**config.mk**
```make
export PLATFORM = sky130hd
export DESIGN_NAME = iarm_alias_remap_mailbox
export DESIGN_NICKNAME = d
export VERILOG_FILES = /design/src/pkg/iarm_pkg.sv /design/src/hw/iarm_alias_remap_mailbox.sv /design/src/hw/iarm_alias_match.sv
export SDC_FILE = /design/constraint.sdc
export NUM_CORES = 1
export LEC_CHECK = 0
export BUFFER_PORTS_ARGS = -buffer_cell sky130_fd_sc_hd__buf_4
export CAP_MARGIN = 30
export CELL_PAD_IN_SITES_DETAIL_PLACEMENT = 0
export CELL_PAD_IN_SITES_GLOBAL_PLACEMENT = 2
export CORE_AREA = 2 2 146 112
export DETAILED_ROUTE_END_ITERATION = 10
export DIE_AREA = 0 0 148 114
export HOLD_SLACK_MARGIN = 0.03
export PLACE_DENSITY_LB_ADDON = 0.1
export REMOVE_ABC_BUFFERS = 1
export SLEW_MARGIN = 15
export SYNTH_ARGS = -nofsm -noshare
export SYNTH_HDL_FRONTEND = slang
export SYNTH_SLANG_ARGS = --single-unit
```
**constraint.sdc**
```tcl
create_clock -name clk -period 5.8 [get_ports clk]
set_clock_uncertainty 0.1 [all_clocks]
set_input_delay 0.29 -clock clk [delete_from_list [all_inputs] [get_ports clk]]
set_output_delay 0.29 -clock clk [all_outputs]
set_load 0.05 [all_outputs]
```
**src/pkg/iarm_pkg.sv**
```systemverilog
package iarm_pkg;

  // register offsets on the control port
  localparam logic [7:0] OFS_ALIAS_SLOT4 = 8'h14;
  localparam logic [7:0] OFS_ALIAS_SLOT5 = 8'h15;
  localparam logic [7:0] OFS_ALIAS_SLOT6 = 8'h16;
  localparam logic [7:0] OFS_ALIAS_SLOT7 = 8'h17;
  localparam logic [7:0] OFS_MSG_BOX_A   = 8'h18;
  localparam logic [7:0] OFS_MSG_BOX_B   = 8'h19;

  // field layout: 7-bit address in bits 7..1, bit 0 reserved
  localparam int ADDR_MSB = 7;
  localparam int ADDR_LSB = 1;
  localparam int N_SLOT   = 4;
  localparam int SLOT_BASE = 4;

  // reset values
  localparam logic [7:0] RST_ALIAS     = 8'h00;
  localparam logic [7:0] RST_MSG_BOX_A = 8'h00;
  localparam logic [7:0] RST_MSG_BOX_B = 8'h01;
  localparam logic [6:0] ADDR_NONE     = 7'h00;

  // register access from either end of the link
  typedef struct packed {
    logic       wr;
    logic [7:0] ofs;
    logic [7:0] wdata;
  } iarm_reg_req_t;

  // remap result for a local transaction address: hit, slot and remapped form
  typedef struct packed {
    logic       hit;
    logic [1:0] slot;
    logic [6:0] addr;
  } iarm_remap_t;

endpackage : iarm_pkg

```
**src/hw/iarm_alias_remap_mailbox.sv**
```systemverilog
`timescale 1ns/1ps
// Notes on behaviour
// - each alias slot stores a 7-bit alias in bits 7..1, read/write.
// - every local transaction address is compared with each alias slot.
// - on a match the slot's physical target address replaces the alias.
// - an alias field of zero never matches.
// - all alias slots reset to zero, disabled until programmed.
// - each mailbox is plain 8-bit read/write storage with no side effect.
// - mailboxes are reachable from controllers on both link ends.
// - first mailbox at offset 0x18 resets to zero.
// - second mailbox at offset 0x19 resets to one.
// - paired target-address holds 7-bit physical address in bits 7..1.
module iarm_alias_remap_mailbox
  import iarm_pkg::*;
(
  // clock and reset
  input  wire logic       clk,
  input  wire logic       reset,
  // local control port register access
  input  iarm_reg_req_t   loc_req,
  input  wire logic       loc_rd,
  output logic [7:0]      loc_rdata,
  // remote end register access over the back channel
  input  iarm_reg_req_t   rem_req,
  input  wire logic       rem_rd,
  output logic [7:0]      rem_rdata,
  // physical target addresses of slots 4..7, bits 7..1 each
  input  wire logic [4*8-1:0] remote_physical_addr,
  // local transaction address
  input  wire logic       txn_valid,
  input  wire logic [6:0] txn_addr,
  // forwarded transaction toward the remote serializer
  output logic            fwd_valid,
  output logic [6:0]      fwd_addr,
  output logic [1:0]      fwd_slot
);

  logic [6:0] alias_addr_r [N_SLOT];
  logic [7:0] msg_box_a_r;
  logic [7:0] msg_box_b_r;
  logic [4*7-1:0] alias_flat;
  logic [4*7-1:0] phys_flat;
  iarm_remap_t    remap;

  // offset decode shared by both access ports
  function automatic int slot_of(input logic [7:0] ofs);
    if (ofs >= OFS_ALIAS_SLOT4 && ofs <= OFS_ALIAS_SLOT7)
      return int'(ofs - OFS_ALIAS_SLOT4);
    return -1;
  endfunction : slot_of

  // read mux; reserved bit 0 of alias regs reads zero
  function automatic logic [7:0] rd_mux(input logic [7:0] ofs,
                                        input logic [6:0] a0,
                                        input logic [6:0] a1,
                                        input logic [6:0] a2,
                                        input logic [6:0] a3,
                                        input logic [7:0] ma,
                                        input logic [7:0] mb);
    unique case (ofs)
      OFS_ALIAS_SLOT4: return {a0, 1'b0};
      OFS_ALIAS_SLOT5: return {a1, 1'b0};
      OFS_ALIAS_SLOT6: return {a2, 1'b0};
      OFS_ALIAS_SLOT7: return {a3, 1'b0};
      OFS_MSG_BOX_A:   return ma;
      OFS_MSG_BOX_B:   return mb;
      default:         return 8'h00;
    endcase
  endfunction : rd_mux

  // alias slots; local write wins when both ends write the same slot
  always_ff @(posedge clk or posedge reset) begin
    if (reset) begin
      for (int i = 0; i < N_SLOT; i++)
        alias_addr_r[i] <= RST_ALIAS[ADDR_MSB:ADDR_LSB];
    end else begin
      for (int i = 0; i < N_SLOT; i++) begin
        if (loc_req.wr && slot_of(loc_req.ofs) == i)
          alias_addr_r[i] <= loc_req.wdata[ADDR_MSB:ADDR_LSB];
        else if (rem_req.wr && slot_of(rem_req.ofs) == i)
          alias_addr_r[i] <= rem_req.wdata[ADDR_MSB:ADDR_LSB];
      end
    end
  end

  // first mailbox, written from either end of the link
  always_ff @(posedge clk or posedge reset) begin
    if (reset)
      msg_box_a_r <= RST_MSG_BOX_A;
    else if (loc_req.wr && loc_req.ofs == OFS_MSG_BOX_A)
      msg_box_a_r <= loc_req.wdata;
    else if (rem_req.wr && rem_req.ofs == OFS_MSG_BOX_A)
      msg_box_a_r <= rem_req.wdata;
  end

  // second mailbox resets to one, not zero
  always_ff @(posedge clk or posedge reset) begin
    if (reset)
      msg_box_b_r <= RST_MSG_BOX_B;
    else if (loc_req.wr && loc_req.ofs == OFS_MSG_BOX_B)
      msg_box_b_r <= loc_req.wdata;
    else if (rem_req.wr && rem_req.ofs == OFS_MSG_BOX_B)
      msg_box_b_r <= rem_req.wdata;
  end

  // registered read data for each end; holds until next read
  always_ff @(posedge clk or posedge reset) begin
    if (reset) begin
      loc_rdata <= 8'h00;
      rem_rdata <= 8'h00;
    end else begin
      if (loc_rd)
        loc_rdata <= rd_mux(loc_req.ofs, alias_addr_r[0], alias_addr_r[1],
                            alias_addr_r[2], alias_addr_r[3],
                            msg_box_a_r, msg_box_b_r);
      if (rem_rd)
        rem_rdata <= rd_mux(rem_req.ofs, alias_addr_r[0], alias_addr_r[1],
                            alias_addr_r[2], alias_addr_r[3],
                            msg_box_a_r, msg_box_b_r);
    end
  end

  // flatten tables; physical address sits in bits 7..1 of each byte
  genvar g;
  generate
    for (g = 0; g < N_SLOT; g++) begin : g_flat
      assign alias_flat[g*7 +: 7] = alias_addr_r[g];
      assign phys_flat[g*7 +: 7]  =
        remote_physical_addr[g*8+ADDR_LSB +: 7];
    end
  endgenerate

  iarm_alias_match u_match (
    .alias_flat (alias_flat),
    .phys_flat  (phys_flat),
    .addr_in    (txn_addr),
    .remap      (remap)
  );

  // forward remapped address one cycle after the request
  always_ff @(posedge clk or posedge reset) begin
    if (reset) begin
      fwd_valid <= 1'b0;
      fwd_addr  <= 7'h00;
      fwd_slot  <= 2'h0;
    end else begin
      fwd_valid <= txn_valid && remap.hit;
      if (txn_valid && remap.hit) begin
        fwd_addr <= remap.addr;
        fwd_slot <= remap.slot;
      end
    end
  end

  // assertions
  a_zero_never_fwd: assert property (
    @(posedge clk) disable iff (reset)
    txn_valid && txn_addr == 7'h00 |=> !fwd_valid)
    else $error("zero address forwarded");

  // the physical table is a level input, so its present value is compared;
  // a past slot index would point at the previous hit's entry
  a_fwd_phys_addr: assert property (
    @(posedge clk) disable iff (reset)
    fwd_valid |->
      fwd_addr == remote_physical_addr[fwd_slot*8+ADDR_LSB +: 7])
    else $error("forwarded address not the slot's physical address");

  a_fwd_alias_hit: assert property (
    @(posedge clk) disable iff (reset)
    fwd_valid |-> $past(txn_addr) == alias_addr_r[fwd_slot]
                  || $past(loc_req.wr) || $past(rem_req.wr))
    else $error("forward without alias match");

  a_alias_rsv_bit: assert property (
    @(posedge clk) disable iff (reset)
    $past(loc_rd) && slot_of($past(loc_req.ofs)) >= 0
      |-> loc_rdata[0] == 1'b0)
    else $error("reserved alias bit read nonzero");

  // bit 0 is left to a_alias_rsv_bit, so only the address field is compared
  a_alias_wr_rd: assert property (
    @(posedge clk) disable iff (reset)
    loc_req.wr && slot_of(loc_req.ofs) >= 0 && !loc_rd
      ##1 loc_rd && loc_req.ofs == $past(loc_req.ofs)
      |=> (loc_rdata >> ADDR_LSB) ==
          ($past(loc_req.wdata, 2) >> ADDR_LSB))
    else $error("alias write not read back");

  a_box_a_store: assert property (
    @(posedge clk) disable iff (reset)
    loc_req.wr && loc_req.ofs == OFS_MSG_BOX_A
      |=> msg_box_a_r == $past(loc_req.wdata))
    else $error("mailbox a did not store");

  a_box_b_hold: assert property (
    @(posedge clk) disable iff (reset)
    !(loc_req.wr && loc_req.ofs == OFS_MSG_BOX_B) &&
    !(rem_req.wr && rem_req.ofs == OFS_MSG_BOX_B)
      |=> $stable(msg_box_b_r))
    else $error("mailbox b changed without write");

  a_box_remote_wr: assert property (
    @(posedge clk) disable iff (reset)
    rem_req.wr && !loc_req.wr && rem_req.ofs == OFS_MSG_BOX_B
      |=> msg_box_b_r == $past(rem_req.wdata))
    else $error("remote mailbox write lost");

  // no disable here: it must look at the first edge after release
  a_reset_values: assert property (
    @(posedge clk)
    $fell(reset) |-> msg_box_b_r == RST_MSG_BOX_B &&
      msg_box_a_r == RST_MSG_BOX_A && alias_addr_r[0] == 7'h00)
    else $error("reset values wrong");

endmodule : iarm_alias_remap_mailbox

```
**src/hw/iarm_alias_match.sv**
```systemverilog
`timescale 1ns/1ps
module iarm_alias_match
  import iarm_pkg::*;
(
  // slot tables
  input  wire logic [4*7-1:0] alias_flat,
  input  wire logic [4*7-1:0] phys_flat,
  // incoming address
  input  wire logic [6:0]     addr_in,
  // result
  output iarm_remap_t         remap
);

  logic [N_SLOT-1:0] hit_vec;

  // zero alias disables the slot
  genvar g;
  generate
    for (g = 0; g < N_SLOT; g++) begin : g_cmp
      assign hit_vec[g] = (alias_flat[g*7 +: 7] != ADDR_NONE) &&
                          (alias_flat[g*7 +: 7] == addr_in);
    end
  endgenerate

  // lowest slot wins if software programs two equal aliases
  always_comb begin
    remap = '0;
    for (int i = N_SLOT - 1; i >= 0; i--) begin
      if (hit_vec[i]) begin
        remap.hit  = 1'b1;
        remap.slot = 2'(i);
        remap.addr = phys_flat[i*7 +: 7];
      end
    end
  end

endmodule : iarm_alias_match

```
### Yosys cells after proc, flatten, opt, wreduce, memory -nomap -nowiden

Cells that the tools add are included.

| word-level totals | value |
|---|---|
| bits in latches | 0 |
| memories kept | 0 |
| bits of input ports | 78 |
| output and inout bits | 26 |
| word-level logic and storage cells | 105 |
| register bits | 70 |
| bits in read-only memories | 0 |
| RAM bits | 0 |

| cells by class | value |
|---|---|
| magnitude comparators | 4 |
| $add $sub $neg | 2 |
| equal/unequal tests | 22 |
| div/mod/pow operators | 0 |
| bitwise gates (word level) | 0 |
| shift-type cells | 0 |
| muxes and demuxes | 35 |
| reductions and logical operators | 31 |
| multiply operators | 0 |

Operators by type and width:

| cell | count |
|---|---|
| 32-bit two-way mux | 11 |
| 32-bit by 3-bit equality test with 1-bit output, second input constant | 4 |
| 8-bit by 5-bit equality test with 1-bit output, second input constant | 12 |
| 8-bit one-hot mux with 6 select lines | 2 |
| 32-bit by 2-bit equality test with 1-bit output, second input constant | 2 |
| 32-bit logical NOT | 2 |
| 7-bit two-way mux | 8 |
| 10-bit two-way mux | 4 |
| 8-bit two-way mux | 4 |
| 7-bit equality test | 4 |
| 7-bit nonzero test | 4 |
| 1-bit logical AND | 19 |
| 8-bit by 5-bit subtractor with 9-bit output, second input constant | 2 |
| 8-bit by 5-bit >= comparator with 1-bit output, second input constant | 2 |
| 8-bit by 5-bit <= comparator with 1-bit output, second input constant | 2 |
| 2-bit nonzero test | 6 |
| 1-bit two-way mux | 6 |

### Logic depth before layout (Yosys ltp)

| logic depth | value |
|---|---|
| depth in word-level cells | 13 |
| gate-level depth with buffers | 10 |
| gate-level depth less buffers | 8 |

### By module

From an unflattened synthesis, not the netlist that was laid out.

| second synthesis, totals | value |
|---|---|
| cells, all modules | 525 |
| area, all modules | 4,850.9 µm² |

By module, submodules not included:

| module | sequential area each (µm²) | cells an instance | instances | area an instance (µm²) |
|---|---|---|---|---|
| iarm_alias_remap_mailbox | 1,752.9 | 429 | 1 | 4,170.2 |
| iarm_alias_match | 0.0 | 96 | 1 | 680.7 |

### Worst setup path after synthesis

Ideal clock, no wire load.

| timing path | value |
|---|---|
| path kind | input to register |
| from | input port loc_req[10] (netlist bit) |
| to | register alias_addr_r[10] (netlist bit) |
| required time | 5.567 ns |
| stages | 10 |
| arrival time | 1.845 ns |
| path buffers | 2 |
| slack | 3.722 ns |
| library setup time | 0.133 ns |
| path through | inv_1 > ha_1 > nor3b_1 > o2111ai_2 > nor3b_1 > buf_2 > a31oi_1 > buf_2 > nand2_1 > o21ai_1 |

| on the way | value |
|---|---|
| cells in the longest elaborated chain, start to end | 7 |
| elaborated cells on any way between the ends | 11 |
| those cells by class | add/sub (1); order compare (2); eq/ne (1); mux (4); reduce/logical (3) |

RTL lines:

| item | RTL line | source |
|---|---|---|
| start: declaration | iarm_alias_remap_mailbox.sv:20 | `input iarm_reg_req_t loc_req,` |
| 8-bit by 5-bit >= comparator with 1-bit output or 8-bit by 5-bit <= comparator with 1-bit output (tied branches) | iarm_alias_remap_mailbox.sv:47 | `if (ofs >= OFS_ALIAS_SLOT4 && ofs <= OFS_ALIAS_SLOT7)` |
| 1-bit logical AND | iarm_alias_remap_mailbox.sv:47 |  |
| 32-bit two-way mux or 1-bit two-way mux (tied branches) | iarm_alias_remap_mailbox.sv:47 |  |
| 32-bit two-way mux (*) | iarm_alias_remap_mailbox.sv:49 | `return -1;` |
| 32-bit by 3-bit equality test with 1-bit output (*) | iarm_alias_remap_mailbox.sv:78 | `if (loc_req.wr && slot_of(loc_req.ofs) == i)` |
| 1-bit logical AND (*) | iarm_alias_remap_mailbox.sv:78 |  |
| 7-bit two-way mux or 2-bit nonzero test (tied branches) | - |  |
| end signal: indexed assignment | iarm_alias_remap_mailbox.sv:75 | `alias_addr_r[i] <= RST_ALIAS[ADDR_MSB:ADDR_LSB];` |
| end signal: indexed assignment | iarm_alias_remap_mailbox.sv:79 | `alias_addr_r[i] <= loc_req.wdata[ADDR_MSB:ADDR_LSB];` |
| end signal: indexed assignment | iarm_alias_remap_mailbox.sv:81 | `alias_addr_r[i] <= rem_req.wdata[ADDR_MSB:ADDR_LSB];` |
| end: declaration | iarm_alias_remap_mailbox.sv:38 | `logic [6:0] alias_addr_r [N_SLOT];` |

Every way passes the cells marked *; elsewhere a longest branch is shown, timed or not.
A chain may end at the register's enable or synchronous reset.

### Worst setup path after layout

| timing path | value |
|---|---|
| from | register alias_addr_r[15] (netlist bit) |
| to | register fwd_addr[2] |

| on the way | value |
|---|---|
| cells in the longest elaborated chain, start to end | 5 |
| elaborated cells on any way between the ends | 6 |
| those cells by class | eq/ne (1); mux (2); reduce/logical (3) |

RTL lines:

| item | RTL line | source |
|---|---|---|
| 7-bit equality test or 7-bit nonzero test (tied branches) | iarm_alias_match.sv:21, iarm_alias_match.sv:20 |  |
| 1-bit logical AND (*) | iarm_alias_match.sv:20 | `assign hit_vec[g] = (alias_flat[g*7 +: 7] != ADDR_NONE) &&` |
| 10-bit two-way mux (*) (2 in a row) | iarm_alias_match.sv:29 | `if (hit_vec[i]) begin` |
| 1-bit logical AND | iarm_alias_remap_mailbox.sv:148 | `if (txn_valid && remap.hit) begin` |
| end signal: assignment | iarm_alias_remap_mailbox.sv:149 | `fwd_addr <= remap.addr;` |
| end: declaration | iarm_alias_remap_mailbox.sv:34 | `output logic [6:0] fwd_addr,` |

Marked as above.

==> run metrics <==
fmax around 400 MHz; clock latency on the worst-skew pair approximately 0.35 ns; CTS buffer count 9; # setup viols final 0; Critical R2R Launch alias_addr_r[15]; Startpoint Class flop; largest fanout on the critical path 18; I/O pin count between 100 and 150; core area 15,600 um^2; Top Usage Layer GRT met1; Hold Path Sink msg_box_b_r[0]; RR Endpoint fwd_addr[2]; GR Layer Usage met3 0.0348; Post-Route WL around 15,000 um; pre-CTS setup slack around 3 ns; Synth Area in Simple Gates 0.141; Die H 114 um; CTS sink count 70; R2R depth 6; fin area 5880 um^2; Post-Synth Adder-Cell Area 0.0165; yosys warns 0; relative slew slack 0.482; Yosys top cell area share 0.380; met2 GRT Util 0.262; Row Count 40; complex-gate fraction of the synthesized area 0.184; grt met1 use 0.282; fraction of registers with async set/reset 1.00; Synth Instances between 400 and 500; vias in the first global route 3,859; gpl congestion approximately 0.79; min Tclk post-route ~2.5 ns; pin count of the biggest net entering global routing 49; leakage power 2.63 nW; Detailed Place HPWL between 10,000 and 15,000 um; # port buffers 99; syn_area_per_cell a little under 10 um^2; # Post-CTS Setup Buffers 0; CTS Hold Bufs 1; Max Cap Violations 0; n_diodes 0; CTS tree yes; Critical Path RT slightly below 6 ns; Syn-to-layout area delta 29.3%; Initial Util 0.291; pwr dens 246 nW/um^2; nets@finish roughly 650; H-tree levels 3; Post-synth EDFFs 0; gr usage total 0.185; first-pass GRT wire length approximately 23,000 um; DR pass1 iterations 5; count leader, synth dfrtp_1; top post-synthesis cells by count 69 x dfrtp_1, 48 x a21oi_1, 48 x mux2i_1, 48 x nor2_1, 35 x nand2_1; antenna viol nets, final 0; Post-Synth XOR/XNOR Area 0.0501; Seq/Total Area, Yosys 0.385; hold path start loc_req[0]; Worst R2R Setup Slack between 3 and 4 ns; Setup Crit Path Kind flop to flop; DR WL/cell ~19 um; outcome finished, final reports clean; ranking of synthesized cells by area dfrtp_1 38%, mux2i_1 11%, mux4_2 5.9%; initial antenna violation count 0; Post-CTS Resized 0; WP data arrival between 2 and 3 ns; maximum clock path buffer count 2; First DRT Iteration DRCs 220; Synth Flop Type dfrtp_1; worst slew pin tran between 0.7 and 0.8 ns; Clk Tree Root Cell clkbuf_16; synth unique cells 55; unrepaired setup endpoints after global routing false; Die Area 16,900 um^2; Final WS setup 3.33 ns; Fin. Hold Viols 0; Tcrit/Tclk final 0.426; share of cells above drive strength 1 0.271; cell taking the most area after synthesis dfrtp_1; Via-to-Cell Ratio 5.07; worst-case vdd ir drop ~0.14 mV; Synth Cell Area between 4000 and 5000 um^2; Slew Limit Fails 0; worst min-delay path class input port to flop; GRT Residual Overflow 0; FF+latch count, synth 70; number of remaining DRC errors 0; DR vias around 4,000; Die Wd 148 um; Worst-path clk slew 0.06 ns; combinational family with the most area after synthesis compound AO/OA/AOI/OAI gates; crit end category flop; hold path depth 3; mux cell area share after synthesis 0.180; Placed Instance Area 5540 um^2; final setup TNS 0 ns
cell usage in the layout, fill, tap and decap left out, types with 3 or more instances in the layout:
master	count
nor3_1	7
inv_1	21
a31o_1	3
nor4_1	5
a32o_1	7
o21ai_0	12
o22ai_1	10
o221ai_1	4
ha_1	6
clkbuf_16	9
bufinv_16	3
nand2_1	35
a22oi_1	6
xnor2_1	8
nor3b_1	7
xor2_1	18
clkbuf_1	3
buf_4	106
a31oi_1	6
mux4_2	12
o21ai_1	16
nor2_1	48
mux2i_1	48
nand4_1	6
nand3_1	4
or3b_1	3
dfrtp_1	69
a21oi_1	48
mux2_2	6
routing by layer:
metal,part of all wire,routed length [um],vias to the layer above
met4,0.014,211,0
met1,0.50,7570,1924
met2,0.43,6560,102
met3,0.055,841,14
met5,0,0,-
li1,-,-,1926
how the worst max path moves through the flow:
stage	end	depth (start not counted)	slack (ns)	from
2_1_floorplan	alias_addr_r[10]	8	3.04	loc_req[10]
3_3_place_gp	rem_rdata[7]	7	2.61	rem_req[13]
3_5_place_dp	alias_addr_r[24]	9	3.06	loc_req[10]
4_1_cts	fwd_addr[2]	6	3.31	alias_addr_r[15]
5_1_grt	fwd_addr[2]	6	3.08	alias_addr_r[14]
6_report	fwd_addr[2]	6	3.33	alias_addr_r[15]
worst max-delay path, cell delays in order, from the launching register on:
cell and delay [ns]:
dfrtp_1 0.46, nor4_1 0.09, a211o_1 0.29, a2111o_1 0.63, a41oi_4 0.57, nor2_1 0.08, a31oi_1 0.16
logic make-up (layout without fill, tap and decap cells):
logic type / after synthesis / count (layout)
muxes: 66 / 66
AOI/OAI and AO/OA: 128 / 128
xor gates and xnor gates: 26 / 26
buffers and inverters: 46 / 148
DFF: 70 / 70
and+or+nand+nor: 129 / 129
adders and majority gates: 6 / 6
report_power, final:
group	internal (mW)	switching [mW]
sequential	0.524	0.0335
clock	0.420	0.217
combinational	0.111	0.143
total	1.05	0.393
registers in the layout, summed over array words and instances, names as in the netlist:
register / count
loc_rdata: 8
fwd_slot: 2
rem_rdata: 8
msg_box_b_r: 8
fwd_addr: 7
msg_box_a_r: 8
alias_addr_r: 28
fwd_valid: 1
layout make-up:
| type | count | area (um^2) |
|---|---|---|
| fill | 1603 | 9740 |
| clock buffer | 12 | 236 |
| multi-input combinational | 355 | 2610 |
| inverter | 22 | 82.6 |
| sequential | 70 | 1750 |
| tap | 210 | 263 |
| clock inverter | 4 | 95.1 |
| timing repair buffer | 110 | 843 |
metrics by stage:
| step | utilization | total power [mW] | instances | hold WS, ns |
|---|---|---|---|---|
| after detailed placement | 0.355 | 0.822 | 766 | 0.284 |
| after global placement | 0.351 | 0.816 | 760 | 0.406 |
| after floorplan | - | 0.700 | 447 | 0.275 |
| final | 0.377 | 1.45 | 783 | 0.109 |
| after CTS | 0.377 | 1.47 | 783 | 0.0866 |
| after global routing | 0.377 | 1.51 | 783 | 0.103 |
(Power assumes the default switching activity.)
